File: src/logic/fpm_pkg.sv
package fpm_pkg;
	// ----------------------------------------
	// pin widths, command codes and the mode strap code
	// ----------------------------------------
	localparam int ADDR_W = 18;
	localparam int DATA_W = 8;
	localparam logic [7:0] CMD_READ = 8'h00;
	localparam logic [7:0] CMD_PROG = 8'h40;
	localparam logic [7:0] CMD_ERASE = 8'h20;
	localparam logic [7:0] CMD_STATUS = 8'h71;
	localparam logic [3:0] STRAP_PLL_X2 = 4'hD;

	// ----------------------------------------
	// page layout
	// ----------------------------------------
	localparam int PAGE_BYTES = 128;
	localparam logic [7:0] PAGE_LOW_A = 8'h00;
	localparam logic [7:0] PAGE_LOW_B = 8'h80;

	// ----------------------------------------
	// status byte fields
	// ----------------------------------------
	localparam int ST_BIT_ABNORMAL = 7;
	localparam int ST_BIT_CMD_ERR = 6;
	localparam int ST_BIT_PROG_ERR = 5;
	localparam int ST_BIT_ERASE_ERR = 4;
	localparam int ST_BIT_COUNT_ERR = 1;
	localparam int ST_BIT_ADDR_ERR = 0;
	localparam int POLL_BIT_PROGRESS = 7;
	localparam int POLL_BIT_RESULT = 6;
	localparam logic [7:0] STATUS_RST = 8'h00;

	// ----------------------------------------
	// timing
	// ----------------------------------------
	localparam int CLK_KHZ = 20000;
	localparam int PROG_MAX_MS = 3000;
	localparam int ERASE_MAX_MS = 40000;
	localparam int PROG_MAX_CYC = PROG_MAX_MS * CLK_KHZ;
	localparam int ERASE_MAX_CYC = ERASE_MAX_MS * CLK_KHZ;
	localparam int TMO_W = 30;

	// ----------------------------------------
	// carriers
	// ----------------------------------------
	typedef struct packed {
		logic [ADDR_W-1:0] addr;
		logic [DATA_W-1:0] data;
	} fpm_beat_type;

	typedef enum logic [7:0] {
		ST_READ = 8'h01,
		ST_CMD2 = 8'h02,
		ST_LOAD = 8'h04,
		ST_DRAIN = 8'h08,
		ST_PROG = 8'h10,
		ST_ERASE = 8'h20,
		ST_POLL = 8'h40,
		ST_STATUS = 8'h80
	} fpm_state_type;
endpackage

File: src/logic/fpm_sync.sv
`timescale 1ns/10ps
`default_nettype none
module fpm_sync #(
	parameter int W = 1,
	parameter logic [W-1:0] RST_VAL = '0
) (
	input wire logic mclk,
	input wire logic rst_n,
	input wire logic [W-1:0] async_in,
	output logic [W-1:0] sync_out
);
	// ----------------------------------------
	// two-stage synchroniser
	// ----------------------------------------
	logic [W-1:0] stage1_reg;

	always_ff @(posedge mclk)
	begin
		if (!rst_n)
		begin
			stage1_reg <= RST_VAL;
			sync_out <= RST_VAL;
		end
		else
		begin
			stage1_reg <= async_in;
			sync_out <= stage1_reg;
		end
	end
endmodule
`default_nettype wire

File: src/logic/fpm_buf.sv
`timescale 1ns/10ps
`default_nettype none
module fpm_buf #(
	parameter int W = 8,
	parameter int DEPTH = 2
) (
	input wire logic mclk,
	input wire logic rst_n,
	input wire logic in_valid,
	output logic in_ready,
	input wire logic [W-1:0] in_data,
	output logic out_valid,
	input wire logic out_ready,
	output logic [W-1:0] out_data
);
	// ----------------------------------------
	// small fifo
	// ----------------------------------------
	localparam int PW = (DEPTH > 1) ? $clog2(DEPTH) : 1;
	// sized one bit wider than the pointers so that a full buffer does not wrap to zero
	localparam logic [PW:0] FULL_CNT = (PW + 1)'(DEPTH);
	logic [W-1:0] mem_reg [DEPTH];
	logic [PW-1:0] wr_ptr_reg;
	logic [PW-1:0] rd_ptr_reg;
	logic [PW:0] count_reg;
	wire push = in_valid && in_ready;
	wire pop = out_valid && out_ready;

	assign in_ready = (count_reg != FULL_CNT);
	assign out_valid = (count_reg != '0);
	assign out_data = mem_reg[rd_ptr_reg];

	function automatic logic [PW-1:0] bump(input logic [PW-1:0] p);
		bump = (p == PW'(DEPTH - 1)) ? '0 : p + 1'b1;
	endfunction

	always_ff @(posedge mclk)
	begin
		if (push)
			mem_reg[wr_ptr_reg] <= in_data;
	end

	always_ff @(posedge mclk)
	begin
		if (!rst_n)
		begin
			wr_ptr_reg <= '0;
			rd_ptr_reg <= '0;
			count_reg <= '0;
		end
		else
		begin
			if (push)
				wr_ptr_reg <= bump(wr_ptr_reg);
			if (pop)
				rd_ptr_reg <= bump(rd_ptr_reg);
			count_reg <= count_reg + {{PW{1'b0}}, push} - {{PW{1'b0}}, pop};
		end
	end
endmodule
`default_nettype wire

File: src/logic/fpm_port.sv
`timescale 1ns/10ps
`default_nettype none
module fpm_port #(
	parameter int PROG_TMO_CYC = fpm_pkg::PROG_MAX_CYC,
	parameter int ERASE_TMO_CYC = fpm_pkg::ERASE_MAX_CYC,
	parameter int BUF_DEPTH = 2
) (
	input wire logic mclk,
	input wire logic rst_n,
	input wire logic [3:0] mode_strap_pins,
	input wire logic flash_write_guard_pin,
	input wire logic chip_sel_n,
	input wire logic out_en_n,
	input wire logic wr_strobe_n,
	input wire logic [fpm_pkg::ADDR_W-1:0] location_pins,
	input wire logic [fpm_pkg::DATA_W-1:0] byte_lane_pins_in,
	output logic [fpm_pkg::DATA_W-1:0] byte_lane_pins_out,
	output logic byte_lane_pins_oe,
	output logic [fpm_pkg::ADDR_W-1:0] core_rd_addr,
	input wire logic [fpm_pkg::DATA_W-1:0] core_rd_data,
	output logic beat_valid,
	input wire logic beat_ready,
	output fpm_pkg::fpm_beat_type beat_out,
	output logic core_prog_go,
	output logic core_erase_go,
	input wire logic core_done,
	input wire logic core_fail,
	output logic programmer_active,
	output logic [fpm_pkg::DATA_W-1:0] status_byte
);
	import fpm_pkg::*;

	// ----------------------------------------
	// pin synchronisers
	// ----------------------------------------
	localparam int CW = 3 + 1 + 4;
	logic [CW-1:0] ctl_s;
	logic [ADDR_W-1:0] loc_s;
	logic [DATA_W-1:0] dat_s;

	// strobes idle high; write allow idles low, so nothing is armed until the pin is seen
	fpm_sync #(.W(CW), .RST_VAL(8'hE0)) u_sync_ctl (
		.mclk(mclk),
		.rst_n(rst_n),
		.async_in({chip_sel_n, out_en_n, wr_strobe_n, flash_write_guard_pin, mode_strap_pins}),
		.sync_out(ctl_s)
	);
	fpm_sync #(.W(ADDR_W + DATA_W), .RST_VAL('0)) u_sync_bus (
		.mclk(mclk),
		.rst_n(rst_n),
		.async_in({location_pins, byte_lane_pins_in}),
		.sync_out({loc_s, dat_s})
	);

	// ----------------------------------------
	// bus cycle decode
	// ----------------------------------------
	wire cs_s = ~ctl_s[7];
	wire oe_s = ~ctl_s[6];
	wire we_s = ~ctl_s[5];
	wire write_allow = ctl_s[4];
	wire straps_ok = (ctl_s[3:0] == STRAP_PLL_X2);
	wire read_cycle = cs_s && oe_s && !we_s;
	logic we_d_reg;
	logic [DATA_W-1:0] cap_data_reg;
	logic [ADDR_W-1:0] cap_addr_reg;
	// the write is taken on the strobe's rising edge, using what was held while it was low
	wire cmd_write = we_d_reg && !we_s && cs_s && !oe_s && straps_ok;
	wire [DATA_W-1:0] wdata = cap_data_reg;

	always_ff @(posedge mclk)
	begin
		if (!rst_n)
		begin
			we_d_reg <= 1'b0;
			cap_data_reg <= '0;
			cap_addr_reg <= '0;
		end
		else
		begin
			we_d_reg <= we_s;
			if (we_s)
			begin
				cap_data_reg <= dat_s;
				cap_addr_reg <= loc_s;
			end
		end
	end

	// ----------------------------------------
	// sequencer
	// ----------------------------------------
	fpm_state_type state_reg, state_next;
	logic [7:0] first_code_reg;
	logic [7:0] beat_cnt_reg;
	logic [TMO_W-1:0] tmo_reg;
	logic [DATA_W-1:0] stat_reg;
	logic result_bad_reg;
	logic buf_in_ready;
	logic buf_out_valid;

	wire is_known = (wdata == CMD_READ) || (wdata == CMD_PROG) ||
		(wdata == CMD_ERASE) || (wdata == CMD_STATUS);
	wire busy = (state_reg == ST_DRAIN) || (state_reg == ST_PROG) || (state_reg == ST_ERASE);
	wire load_push = (state_reg == ST_LOAD) && cmd_write;
	wire first_beat = load_push && (beat_cnt_reg == '0);
	wire last_beat = load_push && (beat_cnt_reg == 8'(PAGE_BYTES - 1));
	wire addr_bad = (wdata != wdata) || ((cap_addr_reg[7:0] != PAGE_LOW_A) &&
		(cap_addr_reg[7:0] != PAGE_LOW_B));
	wire second_ok = (wdata == first_code_reg);
	wire tmo_hit = (tmo_reg == '0);
	wire op_end = busy && (state_reg != ST_DRAIN) && (core_done || tmo_hit);
	wire drain_done = (state_reg == ST_DRAIN) && !buf_out_valid;

	function automatic logic write_allow_ok(input logic [7:0] code);
		write_allow_ok = write_allow || !((code == CMD_PROG) || (code == CMD_ERASE));
	endfunction

	// a command during an operation is refused, never allowed to break the array timing
	always_comb
	begin
		state_next = state_reg;
		unique case (state_reg)
			ST_READ, ST_POLL, ST_STATUS:
				if (cmd_write && write_allow_ok(wdata))
				begin
					if (wdata == CMD_READ)
						state_next = ST_READ;
					else if (wdata == CMD_PROG)
						state_next = ST_LOAD;
					else if (is_known)
						state_next = ST_CMD2;
				end
			ST_CMD2:
				if (cmd_write)
				begin
					if (!second_ok)
						state_next = ST_READ;
					else if (first_code_reg == CMD_ERASE)
						state_next = ST_ERASE;
					else
						state_next = ST_STATUS;
				end
			ST_LOAD:
				if (last_beat)
					state_next = ST_DRAIN;
			ST_DRAIN:
				if (drain_done)
					state_next = ST_PROG;
			ST_PROG, ST_ERASE:
				if (op_end)
					state_next = ST_POLL;
		endcase
	end

	always_ff @(posedge mclk)
	begin
		if (!rst_n)
			state_reg <= ST_READ;
		else
			state_reg <= state_next;
	end

	// ----------------------------------------
	// counters and error flags
	// ----------------------------------------
	wire start_op = (state_next == ST_PROG && state_reg == ST_DRAIN) ||
		(state_next == ST_ERASE && state_reg == ST_CMD2);
	wire refused = cmd_write && (busy || ((state_reg != ST_LOAD) && (state_reg != ST_CMD2) &&
		(!is_known || !write_allow_ok(wdata))));
	wire bad_second = cmd_write && (state_reg == ST_CMD2) && !second_ok;
	wire overrun = load_push && !buf_in_ready;
	wire new_page = cmd_write && (state_reg != ST_CMD2) && !busy && (wdata == CMD_PROG) &&
		(state_reg != ST_LOAD) && write_allow;

	always_ff @(posedge mclk)
	begin
		if (!rst_n)
		begin
			first_code_reg <= '0;
			beat_cnt_reg <= '0;
			tmo_reg <= '0;
		end
		else
		begin
			if (cmd_write && state_reg != ST_CMD2)
				first_code_reg <= wdata;
			if (new_page)
				beat_cnt_reg <= '0;
			else if (load_push)
				beat_cnt_reg <= beat_cnt_reg + 8'h01;
			if (start_op)
				tmo_reg <= (state_next == ST_PROG) ? TMO_W'(PROG_TMO_CYC) : TMO_W'(ERASE_TMO_CYC);
			else if (!tmo_hit)
				tmo_reg <= tmo_reg - 1'b1;
		end
	end

	// status is kept across reads and chip disable; a new program or erase starts it afresh
	always_ff @(posedge mclk)
	begin
		if (!rst_n)
		begin
			stat_reg <= STATUS_RST;
			result_bad_reg <= 1'b0;
		end
		else
		begin
			if (new_page || (start_op && state_next == ST_ERASE))
				stat_reg <= STATUS_RST;
			if (first_beat && addr_bad)
				stat_reg[ST_BIT_ADDR_ERR] <= 1'b1;
			if (overrun)
				stat_reg[ST_BIT_PROG_ERR] <= 1'b1;
			if (refused || bad_second)
				stat_reg[ST_BIT_CMD_ERR] <= 1'b1;
			if (op_end && tmo_hit)
				stat_reg[ST_BIT_COUNT_ERR] <= 1'b1;
			if (op_end && (core_fail || tmo_hit))
			begin
				if (state_reg == ST_PROG)
					stat_reg[ST_BIT_PROG_ERR] <= 1'b1;
				else
					stat_reg[ST_BIT_ERASE_ERR] <= 1'b1;
			end
			if (op_end)
				result_bad_reg <= core_fail || tmo_hit || (|stat_reg[ST_BIT_PROG_ERR:0]);
			if (op_end && (core_fail || tmo_hit || (|stat_reg[ST_BIT_PROG_ERR:0])))
				stat_reg[ST_BIT_ABNORMAL] <= 1'b1;
		end
	end

	// ----------------------------------------
	// page beat buffer
	// ----------------------------------------
	// a stall that outlasts the buffer is not visible on the pins; it is recorded as an error
	fpm_buf #(.W($bits(fpm_beat_type)), .DEPTH(BUF_DEPTH)) u_buf (
		.mclk(mclk),
		.rst_n(rst_n),
		.in_valid(load_push),
		.in_ready(buf_in_ready),
		.in_data({cap_addr_reg, wdata}),
		.out_valid(buf_out_valid),
		.out_ready(beat_ready),
		.out_data(beat_out)
	);
	assign beat_valid = buf_out_valid;

	// ----------------------------------------
	// read data and pin drive
	// ----------------------------------------
	logic [DATA_W-1:0] rd_out_reg;
	logic oe_reg;
	logic prog_go_reg;
	logic erase_go_reg;
	wire [DATA_W-1:0] poll_byte = {!busy, busy ? 1'b0 : result_bad_reg, 6'h00};
	wire [DATA_W-1:0] rd_mux = (state_reg == ST_READ) ? core_rd_data :
		(state_reg == ST_STATUS) ? stat_reg : poll_byte;

	always_ff @(posedge mclk)
	begin
		if (!rst_n)
		begin
			rd_out_reg <= '0;
			oe_reg <= 1'b0;
			prog_go_reg <= 1'b0;
			erase_go_reg <= 1'b0;
		end
		else
		begin
			rd_out_reg <= rd_mux;
			oe_reg <= read_cycle && straps_ok;
			prog_go_reg <= start_op && (state_next == ST_PROG);
			erase_go_reg <= start_op && (state_next == ST_ERASE);
		end
	end

	assign byte_lane_pins_out = rd_out_reg;
	assign byte_lane_pins_oe = oe_reg && read_cycle;
	assign core_rd_addr = loc_s;
	assign core_prog_go = prog_go_reg;
	assign core_erase_go = erase_go_reg;
	assign programmer_active = straps_ok;
	assign status_byte = stat_reg;
endmodule
`default_nettype wire

File: config.mk
export PLATFORM = sky130hd
export DESIGN_NAME = fpm_port
export DESIGN_NICKNAME = d
export VERILOG_FILES = /design/src/logic/fpm_pkg.sv /design/src/logic/fpm_sync.sv /design/src/logic/fpm_buf.sv /design/src/logic/fpm_port.sv
export SDC_FILE = /design/constraint.sdc
export NUM_CORES = 1
export LEC_CHECK = 0
export BUFFER_PORTS_ARGS = -buffer_cell sky130_fd_sc_hd__buf_2
export CORE_MARGIN = 2
export CORE_UTILIZATION = 25
export CTS_CLUSTER_DIAMETER = 80
export DETAILED_ROUTE_END_ITERATION = 8
export HOLD_SLACK_MARGIN = 0.12
export PLACE_DENSITY = 0.4
export SKIP_CTS_REPAIR_TIMING = 1
export SLEW_MARGIN = 20
export SYNTH_ARGS = -nofsm -noshare
export SYNTH_HDL_FRONTEND = slang
export SYNTH_SLANG_ARGS = --single-unit
export TNS_END_PERCENT = 100
File: constraint.sdc
create_clock -name mclk -period 7.45 [get_ports mclk]
set_clock_uncertainty 0.05 [all_clocks]
set_input_delay 1.49 -clock mclk [delete_from_list [all_inputs] [get_ports mclk]]
set_output_delay 1.49 -clock mclk [all_outputs]
set_load 0.02 [all_outputs]
==> results.yml, run 1 <==
sta:
  finalSetupViolCount: 0
  slew_viol_final: 0
  maxSlewHeadroom_pct: 35.11
  period_share_pct: 50.67
  hold_viol: 0
  tightest_slew_ns: 0.9719
  timing.fmax_mhz: 264.9
  timing.setup.tns_ns: 0
  hold_ws_ns: 0.3722
  period_needed_ns: 3.775
  rsz0062_at_grt: "false"
synth:
  yosys-top-cells-area: "dfxtp_1 41%, edfxtp_1 18%, and2_1 5.0%"
  synth_top_area_cell: "dfxtp_1"
  synth_edf_count: 52
  yosys_register_bits: 224
  ys_seq_area_share_pct: 59.09
  yosysWarnings: 0
  synth_top_area_share_pct: 40.66
  syn-cell-area_mm2: 0.008469
  syn_inst: 765
  yosysUniqueCellTypes: 60
  synth-main-ff-cell: "dfxtp_1"
  syn_area_per_cell_um2: 11.07
  synthArstFlopShare_pct: 0
clocking:
  cts_max_path_buffers: 3
  cts.sinks: 224
  cts-root-buf: "clkbuf_16"
  cts_tree: "done"
  clk_pin_slew_ns: 0.05
  cts_htree_levels: 1
  clock_latency_ns: 0.52
  cts_made_buffers: 27
floorplanning:
  die_h_um: 188.1
  die_w_um: 188.1
  fp.coreArea_mm2: 0.03345
  initial_core_util_pct: 25.32
  ios: 112
  dieArea_mm2: 0.03537
  row_count: 67
worst_setup_path:
  critPathMaxFanout: 29
  cpPeakStageDelay_ns: 0.93
  cp.required_ns: 5.91
  cp.arrival_ns: 2.24
  critPathSlowestCell: "dfxtp_2"
  start_kind: "register"
  crit_type: "register to output pin"
  crit_chain: "nand2b_1 > nor3b_1 > buf_2"
  end_kind: "output pin"
pwr:
  swShare_pct: 29.47
  intPower_uw: 2401
  p_leak_uw: 0.004297
  pwr-share-clk_pct: 36.6
  p_sw_uw: 1003
  max-vdd-ir-drop_mv: 0.1540
  comb_power_share_pct: 21.6
  power_per_cell_area_mw_per_mm2: 329.7
  p_seq_share_pct: 41.8
placed_design:
  place_congestion: 0.7780
  dpl.hpwl_um: 13420
  placed_cells: 1291
  io_buffer_count: 109
final_layout:
  final_common_cell: "dfxtp_1"
  final_cell_mix: "171 x dfxtp_1, 109 x buf_2, 94 x nor2_1"
  fillers: 3445
  syn_to_final_growth_pct: 21.92
  largest_reg_flops: 52
  antenna_cells: 0
  drive_gt1_share_pct: 21.95
  fin_cells: 1341
  nets: 924
global_route:
  grt_pass1_wl_um: 31260
  grt.total_usage_pct: 11.05
  grt_pass1_vias: 5571
  grt_start_max_net_pins: 57
  antenna_found_initial: 0
  grt.overflow.total: 0
detailed_routing:
  avgRoutedWirePerCell_um: 14.72
  dr.pass1.iters: 4
  num_vias: 5687
  drt_iter0_markers: 221
  via_per_inst: 4.241
  drc: 0
  totalWireLength_um: 19740
  ant_nets: 0
run_status:
  status: "complete, no violations"
job:
  drv_cap: 0
min_path:
  hp-class: "register to register"
==> worst max-delay path, delay by kind of cell (launching register included) <==
kind	cells	cell delay (ns)
and+or+nand+nor	2	0.55
buffers and inverters	1	0.24
DFF	1	0.93
==> through the flow <==
step / instance area (µm²) / utilization [%] / worst slack (ns) / power [µW]
after global placement: 9468 / 28.31 / 3.765 / 2192
after global routing: 10330 / 30.87 / 3.420 / 3604
after floorplan: 8473 / - / 4.063 / 2011
after detailed placement: 9468 / 28.31 / 3.708 / 2188
after CTS: 10330 / 30.87 / 3.527 / 3463
final: 10330 / 30.87 / 3.675 / 3405
==> power by group through the flow <==
| stage | combinational (µW) | sequential [µW] | clock [µW] |
|---|---|---|---|
| finish | 736 | 1420 | 1250 |
| global placement | 743 | 1450 | 0 |
| global route | 823 | 1440 | 1340 |
| floorplan | 579 | 1430 | 0 |
| CTS | 746 | 1420 | 1290 |
| detailed placement | 741 | 1450 | 0 |
==> cell usage after synthesis, drive strengths merged (3+ instances only) <==
library cell,number
mux2i,35
and2,68
and3,7
clkbuf,29
nor3,15
or4,6
ha,5
mux2,26
nor4,22
o21a,10
edfxtp,52
nand3,14
or3,7
dfxtp,172
o211ai,3
nand2b,9
a31oi,3
nand4b,3
a22oi,6
nor2b,8
inv,14
buf,7
nand4,15
xor2,28
nand2,24
nor4b,3
o21ai,16
a21oi,16
xnor2,20
nor2,94
==> area by class of cell <==
| class | instances | area, µm² | share of cell area [%] |
|---|---|---|---|
| inverters | 15 | 56.30 | 0.5453 |
| flip-flops and latches | 224 | 5006 | 48.48 |
| clock buffers | 39 | 770.7 | 7.464 |
| multi-input cells | 491 | 3269 | 31.66 |
| repair buffers | 113 | 575.6 | 5.574 |
| well taps | 448 | 560.5 | 5.428 |
| clock inverters | 11 | 87.58 | 0.8482 |
==> per-layer routing <==
metal | track usage [%] | vias up | wire (µm)
met5 | 0 | - | 0
met4 | 3.664 | 0 | 471
met1 | 14.72 | 2663 | 9304
met3 | 2.077 | 30 | 839
li1 | - | 2886 | -
met2 | 18.01 | 108 | 9122
==> cell families after synthesis <==
group / after synthesis / synth area share (%)
simple gates: 301 / 19.21
flops: 224 / 59.09
xor+xnor: 48 / 4.964
buf+inv: 51 / 2.378
other cells: 1 / 0.04428
fa+ha+maj: 5 / 0.7387
mux: 61 / 7.593
compound gates: 74 / 5.983
==> worst paths after layout <==
check | startpoint | endpoint | slack [ns] | depth (start not counted)
worst min register to register | u_sync_ctl.stage1_reg[3]$_SDFF_PN0_ | u_sync_ctl.sync_out[3]$_SDFF_PN0_ | 0.37 | 1
worst max-delay path | u_sync_ctl.sync_out[5]$_SDFF_PN1_ | byte_lane_pins_oe | 3.67 | 3
worst min-delay path | u_sync_ctl.stage1_reg[3]$_SDFF_PN0_ | u_sync_ctl.sync_out[3]$_SDFF_PN0_ | 0.37 | 1
worst max register to register | u_sync_ctl.sync_out[5]$_SDFF_PN1_ | u_buf.mem_reg[0][11]$_DFFE_PP_ | 3.89 | 5
Power figures use the tool's default switching activity.
==> run 2, diff against run 1 <==
==> constraint.sdc (replaced) <==
create_clock -name mclk -period 3.7 [get_ports mclk]
set_clock_uncertainty 0.05 [all_clocks]
set_input_delay 0.74 -clock mclk [delete_from_list [all_inputs] [get_ports mclk]]
set_output_delay 0.74 -clock mclk [all_outputs]
set_load 0.02 [all_outputs]
==> run 2 against run 1 <==
Against the previous run:
- flip-flop and latch count is the same
- global-route usage grew 0.29 points
- via count barely moved
- die area stayed put
- clock power increased by 110%
- critical path type unchanged
==> results.yml, run 2 (same netlist as run 1, synthesis figures left out) <==
floorplanning:
  row_count: 67
  dieArea_mm2: 0.03537
  die_w_um: 188.1
  ios: 112
  initial_core_util_pct: 25.32
  die_h_um: 188.1
  fp.coreArea_mm2: 0.03345
sta:
  maxSlewHeadroom_pct: 43.19
  rsz0062_at_grt: "false"
  hold_viol: 0
  tightest_slew_ns: 0.8509
  timing.fmax_mhz: 348.2
  timing.setup.tns_ns: 0
  period_share_pct: 77.62
  period_needed_ns: 2.872
  slew_viol_final: 0
  hold_ws_ns: 0.3305
  finalSetupViolCount: 0
final_layout:
  syn_to_final_growth_pct: 23.08
  antenna_cells: 0
  nets: 933
  largest_reg_flops: 52
  drive_gt1_share_pct: 22.28
  final_common_cell: "dfxtp_1"
  final_cell_mix: "171 x dfxtp_1, 109 x buf_2, 94 x nor2_1"
worst_setup_path:
  end_kind: "output pin"
  reg2reg_slack_ns: 0.89
  cp_top_family: "flip-flops"
  crit_chain: "buf_12 > mux2_2 > buf_2"
  cp.required_ns: 2.91
  critPathSlowestCell: "dfxtp_1"
  crit_type: "register to output pin"
  cp.arrival_ns: 2.08
  start_kind: "register"
  critPathMaxFanout: 14
  cpPeakStageDelay_ns: 0.77
  critPathBufInv: 2
job:
  drv_cap: 0
placed_design:
  place_congestion: 0.7926
  io_buffer_count: 109
  dpl.hpwl_um: 13510
pwr:
  max-vdd-ir-drop_mv: 0.3568
  p_leak_uw: 0.004332
  power_per_cell_area_mw_per_mm2: 663.9
global_route:
  grt_pass1_wl_um: 32090
  gr-usage-met3_pct: 1.928
  grt_start_max_net_pins: 47
  grt.busiest_layer: "met2"
  antenna_found_initial: 0
  grt.overflow.total: 0
  grt.total_usage_pct: 11.34
  grt_pass1_vias: 5858
  grt.met2_usage_pct: 19.02
  grt_use_met1_pct: 14.77
clocking:
  cts_tree: "done"
  clk_pin_slew_ns: 0.06
  cts_htree_levels: 1
  cts.sinks: 224
  cts_max_path_buffers: 3
  clock_latency_ns: 0.55
  cts-root-buf: "clkbuf_16"
  cts_made_buffers: 28
detailed_routing:
  via_per_inst: 4.214
  num_vias: 5689
  dr.pass1.iters: 4
  ant_nets: 0
  avgRoutedWirePerCell_um: 14.93
  drt_iter0_markers: 268
  drc: 0
  totalWireLength_um: 20150
min_path:
  hp-class: "primary input to register"
run_status:
  status: "complete, no violations"
[run 2: cell count changes in the layout (fill, tap and decap cells not counted), sizes merged]
cell / previous run / this run
buf: 113 / 121
clkbuf: 39 / 42
clkinv: 8 / 6
clkinvlp: 0 / 2
inv: 17 / 15
[run 2: worst paths after layout]
path / from / end / cells past startpoint
max: register / beat_out[5] / 3
min: wr_strobe_n / u_sync_ctl.stage1_reg[5]$_SDFF_PN1_ / 2
max reg2reg: state_reg[3]$_SDFF_PN0_ / u_buf.mem_reg[0][1]$_DFFE_PP_ / 5
min reg2reg: u_sync_ctl.stage1_reg[6]$_SDFF_PN1_ / u_sync_ctl.sync_out[6]$_SDFF_PN1_ / 1
[run 2: power by group]
part           switching (µW)  internal [µW]  leakage, µW  total (µW)
Clock                    1040           1530     0.000425        2570
Combinational             839            642      0.00202        1480
Sequential                173           2690      0.00189        2870
[run 2: metal layers]
metal,up-vias,share of wire (%)
li1,2909,-
met1,2655,48
met2,89,46
met3,36,3.4
met4,0,2.5
met5,-,0
[run 2: cell type report]
cell class                      count  area (µm²)
Fill cell                        3435       23020
Sequential cell                   224        5006
Multi-Input combinational cell    491        3269
Clock buffer                       42       783.3
Timing Repair Buffer              121       648.1
Tap cell                          448       560.5
Clock inverter                      9       100.1
Inverter                           15       56.30
[run 2: per-stage QoR]
stage	instance area [µm²]	util, %	cells	setup slack [ns]	power, µW
detailed placement	9540	28.52	1299	0.8333	4405
global placement	9540	28.52	1299	0.8554	4416
finish	10420	31.16	1350	0.8279	6920
global route	10420	31.16	1350	0.5804	7335
floorplan	8473	-	766	0.3125	4050
CTS	10420	31.16	1350	0.7223	7048
==> run 3, diff against run 2 <==
--- a/config.mk
+++ b/config.mk
@@ -5,6 +5,7 @@
 export SDC_FILE = /design/constraint.sdc
 export NUM_CORES = 1
 export LEC_CHECK = 0
+export ABC_AREA = 1
 export BUFFER_PORTS_ARGS = -buffer_cell sky130_fd_sc_hd__buf_2
 export CORE_MARGIN = 2
 export CORE_UTILIZATION = 25
==> constraint.sdc (replaced) <==
create_clock -name mclk -period 2.9 [get_ports mclk]
set_clock_uncertainty 0.05 [all_clocks]
set_input_delay 0.58 -clock mclk [delete_from_list [all_inputs] [get_ports mclk]]
set_output_delay 0.58 -clock mclk [all_outputs]
set_load 0.02 [all_outputs]
==> run 3 against run 2 <==
Against the previous run:
- sequential share of layout area shrank 2.7 points
- utilization down 0.24 points
- register-to-register slack lost 0.20 ns
- non-clock buffer count is 3 lower
- worst hold slack got worse by 0.17 ns
- cell area increased by 6.0%
- routed wire length is 15% higher
- synthesized area grew 7.7%
- flip-flop and latch count is the same
- combinational power is 55% higher
- first-iteration DRC count is 15% higher
==> results.yml, run 3 <==
run_status:
  status: "complete, no violations"
synth:
  ys_seq_area_share_pct: 54.86
  yosysWarnings: 0
  ys_top_cells_by_count: "206 x nand2_1, 172 x dfxtp_1, 146 x nor2_1"
  synth_top_area_share_pct: 37.75
  syn_inst: 1054
  yosysUniqueCellTypes: 46
  yosys-top-cells-area: "dfxtp_1 38%, edfxtp_1 17%, nand2_1 8.5%"
  syn_area_per_cell_um2: 8.655
  syn-cell-area_mm2: 0.009122
  synth-main-ff-cell: "dfxtp_1"
  yosys_register_bits: 224
  synth_top_area_cell: "dfxtp_1"
  synth_edf_count: 52
  synth.most_common_cell: "nand2_1"
  synthArstFlopShare_pct: 0
floorplanning:
  row_count: 69
  die_h_um: 195.0
  initial_core_util_pct: 25.52
  die_w_um: 195.0
  fp.coreArea_mm2: 0.03574
  dieArea_mm2: 0.03803
  ios: 112
worst_setup_path:
  cpPeakStageDelay_ns: 0.37
  cp.arrival_ns: 1.87
  end_kind: "output pin"
  crit_chain: "buf_4 > nand2_1 > nor2_1 > buf_2"
  critPathMaxFanout: 36
  crit_type: "register to output pin"
  cp.required_ns: 2.27
  critPathSlowestCell: "dfxtp_1"
  start_kind: "register"
final_layout:
  final_common_cell: "nand2_1"
  syn_to_final_growth_pct: 21.15
  final-seq-area_mm2: 0.005005
  nets: 1224
  final_cell_mix: "206 x nand2_1, 172 x dfxtp_1, 144 x nor2_1"
  drive_gt1_share_pct: 20.65
  antenna_cells: 0
  fin_cells: 1652
  multi_input_area_mm2: 0.003400
  fillers: 3825
  largest_reg_flops: 52
clocking:
  cts-root-buf: "clkbuf_16"
  cts.sinks: 224
  cts_made_buffers: 27
  cts_max_path_buffers: 3
  cts_htree_levels: 1
  cts_tree: "done"
  clk_pin_slew_ns: 0.06
  clock_latency_ns: 0.56
sta:
  period_share_pct: 86.11
  rsz0062_at_grt: "false"
  worst_slack_ns: 0.4027
  maxSlewHeadroom_pct: 34.43
  period_needed_ns: 2.497
  timing.fmax_mhz: 400.4
  hold_viol: 0
  slew_viol_final: 0
  finalSetupViolCount: 0
  tightest_slew_ns: 0.9799
  timing.setup.tns_ns: 0
global_route:
  antenna_found_initial: 0
  grt_pass1_vias: 6767
  grt_start_max_net_pins: 47
  grt.overflow.total: 0
  grt.total_usage_pct: 12.21
  grt_pass1_wl_um: 37200
job:
  drv_cap: 0
detailed_routing:
  drc: 0
  ant_nets: 0
  via_per_inst: 4.126
  num_vias: 6816
  drt_iter0_markers: 307
  dr.pass1.iters: 6
  avgRoutedWirePerCell_um: 14.08
  totalWireLength_um: 23260
placed_design:
  place_congestion: 0.7894
  placed_cells: 1604
  place_ws_ns: 0.6225
  io_buffer_count: 109
  dpl.hpwl_um: 16690
min_path:
  hp-class: "primary input to register"
pwr:
  power_per_cell_area_mw_per_mm2: 837.1
  p_leak_uw: 0.005011
  max-vdd-ir-drop_mv: 0.6129
[run 3: cell count changes after synthesis, sizes merged, moves of 9 or more]
cell and delta:
and2 -68, xnor2 -9, o21ai +30, a21oi +36, inv +137, mux2i -35
xor2 -15, nand3 +40, nor4 -18, nand2 +189, nor2 +72, o21a -10
[run 3: through the flow]
stage	utilization, %	cell area, µm²	hold WS (ns)	power, µW
floorplan	-	9126	0.3405	5472
global placement	28.46	10170	0.3429	6029
detailed placement	28.46	10170	0.3447	6028
CTS	30.92	11050	0.1310	9408
global route	30.92	11050	0.1488	9880
finish	30.92	11050	0.1590	9251
[run 3: power by group]
| part | internal [µW] | leakage [µW] | switching (µW) | total (µW) |
|---|---|---|---|---|
| clock | 1960 | 0.000425 | 1360 | 3310 |
| sequential | 3430 | 0.00186 | 206 | 3640 |
| combinational | 845 | 0.00272 | 1460 | 2300 |
| total | 6230 | 0.00501 | 3020 | 9250 |
[run 3: logic make-up after synthesis]
group	after synthesis	synth area share [%]
other	1	0.04111
flip-flops	224	54.86
multiplexers	26	3.209
buffers and inverters	181	7.969
adder cells (fa/ha/maj)	5	0.6858
AND/OR/NAND/NOR	482	24.19
XOR/XNOR	24	2.304
AO/OA/AOI/OAI	111	6.734
[run 3: worst paths after layout]
check	slack, ns	cells past startpoint	start	end
worst max-delay path	0.40	4	u_sync_ctl.sync_out[5]$_SDFF_PN1_	byte_lane_pins_oe
worst min-delay path	0.16	3	location_pins[14]	u_sync_bus.stage1_reg[22]$_SDFF_PN0_
worst max register to register	0.69	8	state_reg[4]$_SDFF_PN0_	u_buf.mem_reg[0][20]$_DFFE_PP_
worst min register to register	0.35	2	u_sync_bus.stage1_reg[18]$_SDFF_PN0_	u_sync_bus.sync_out[18]$_SDFF_PN0_
[run 3: area by class of cell]
class | count | area share (%)
sequential | 224 | 45.28
multi-input combinational | 650 | 30.76
clock buffer | 37 | 6.997
timing repair buffer | 118 | 5.570
inverter | 151 | 5.219
tap | 461 | 5.219
clock inverter | 11 | 0.9510
[run 3: routing by layer]
layer	up-vias	GRT usage (%)	wire, µm
met4	0	3.280	527
met5	-	0	0
met1	3107	16.74	11420
li1	3587	-	-
met2	93	19.50	10440
met3	29	2.539	878
[run 3: worst max-delay path, delay by kind of cell, from the launching register on]
| kind | cells | cell delay, ns |
|---|---|---|
| buf+inv | 2 | 0.57 |
| flops | 1 | 0.37 |
| simple gates | 2 | 0.36 |
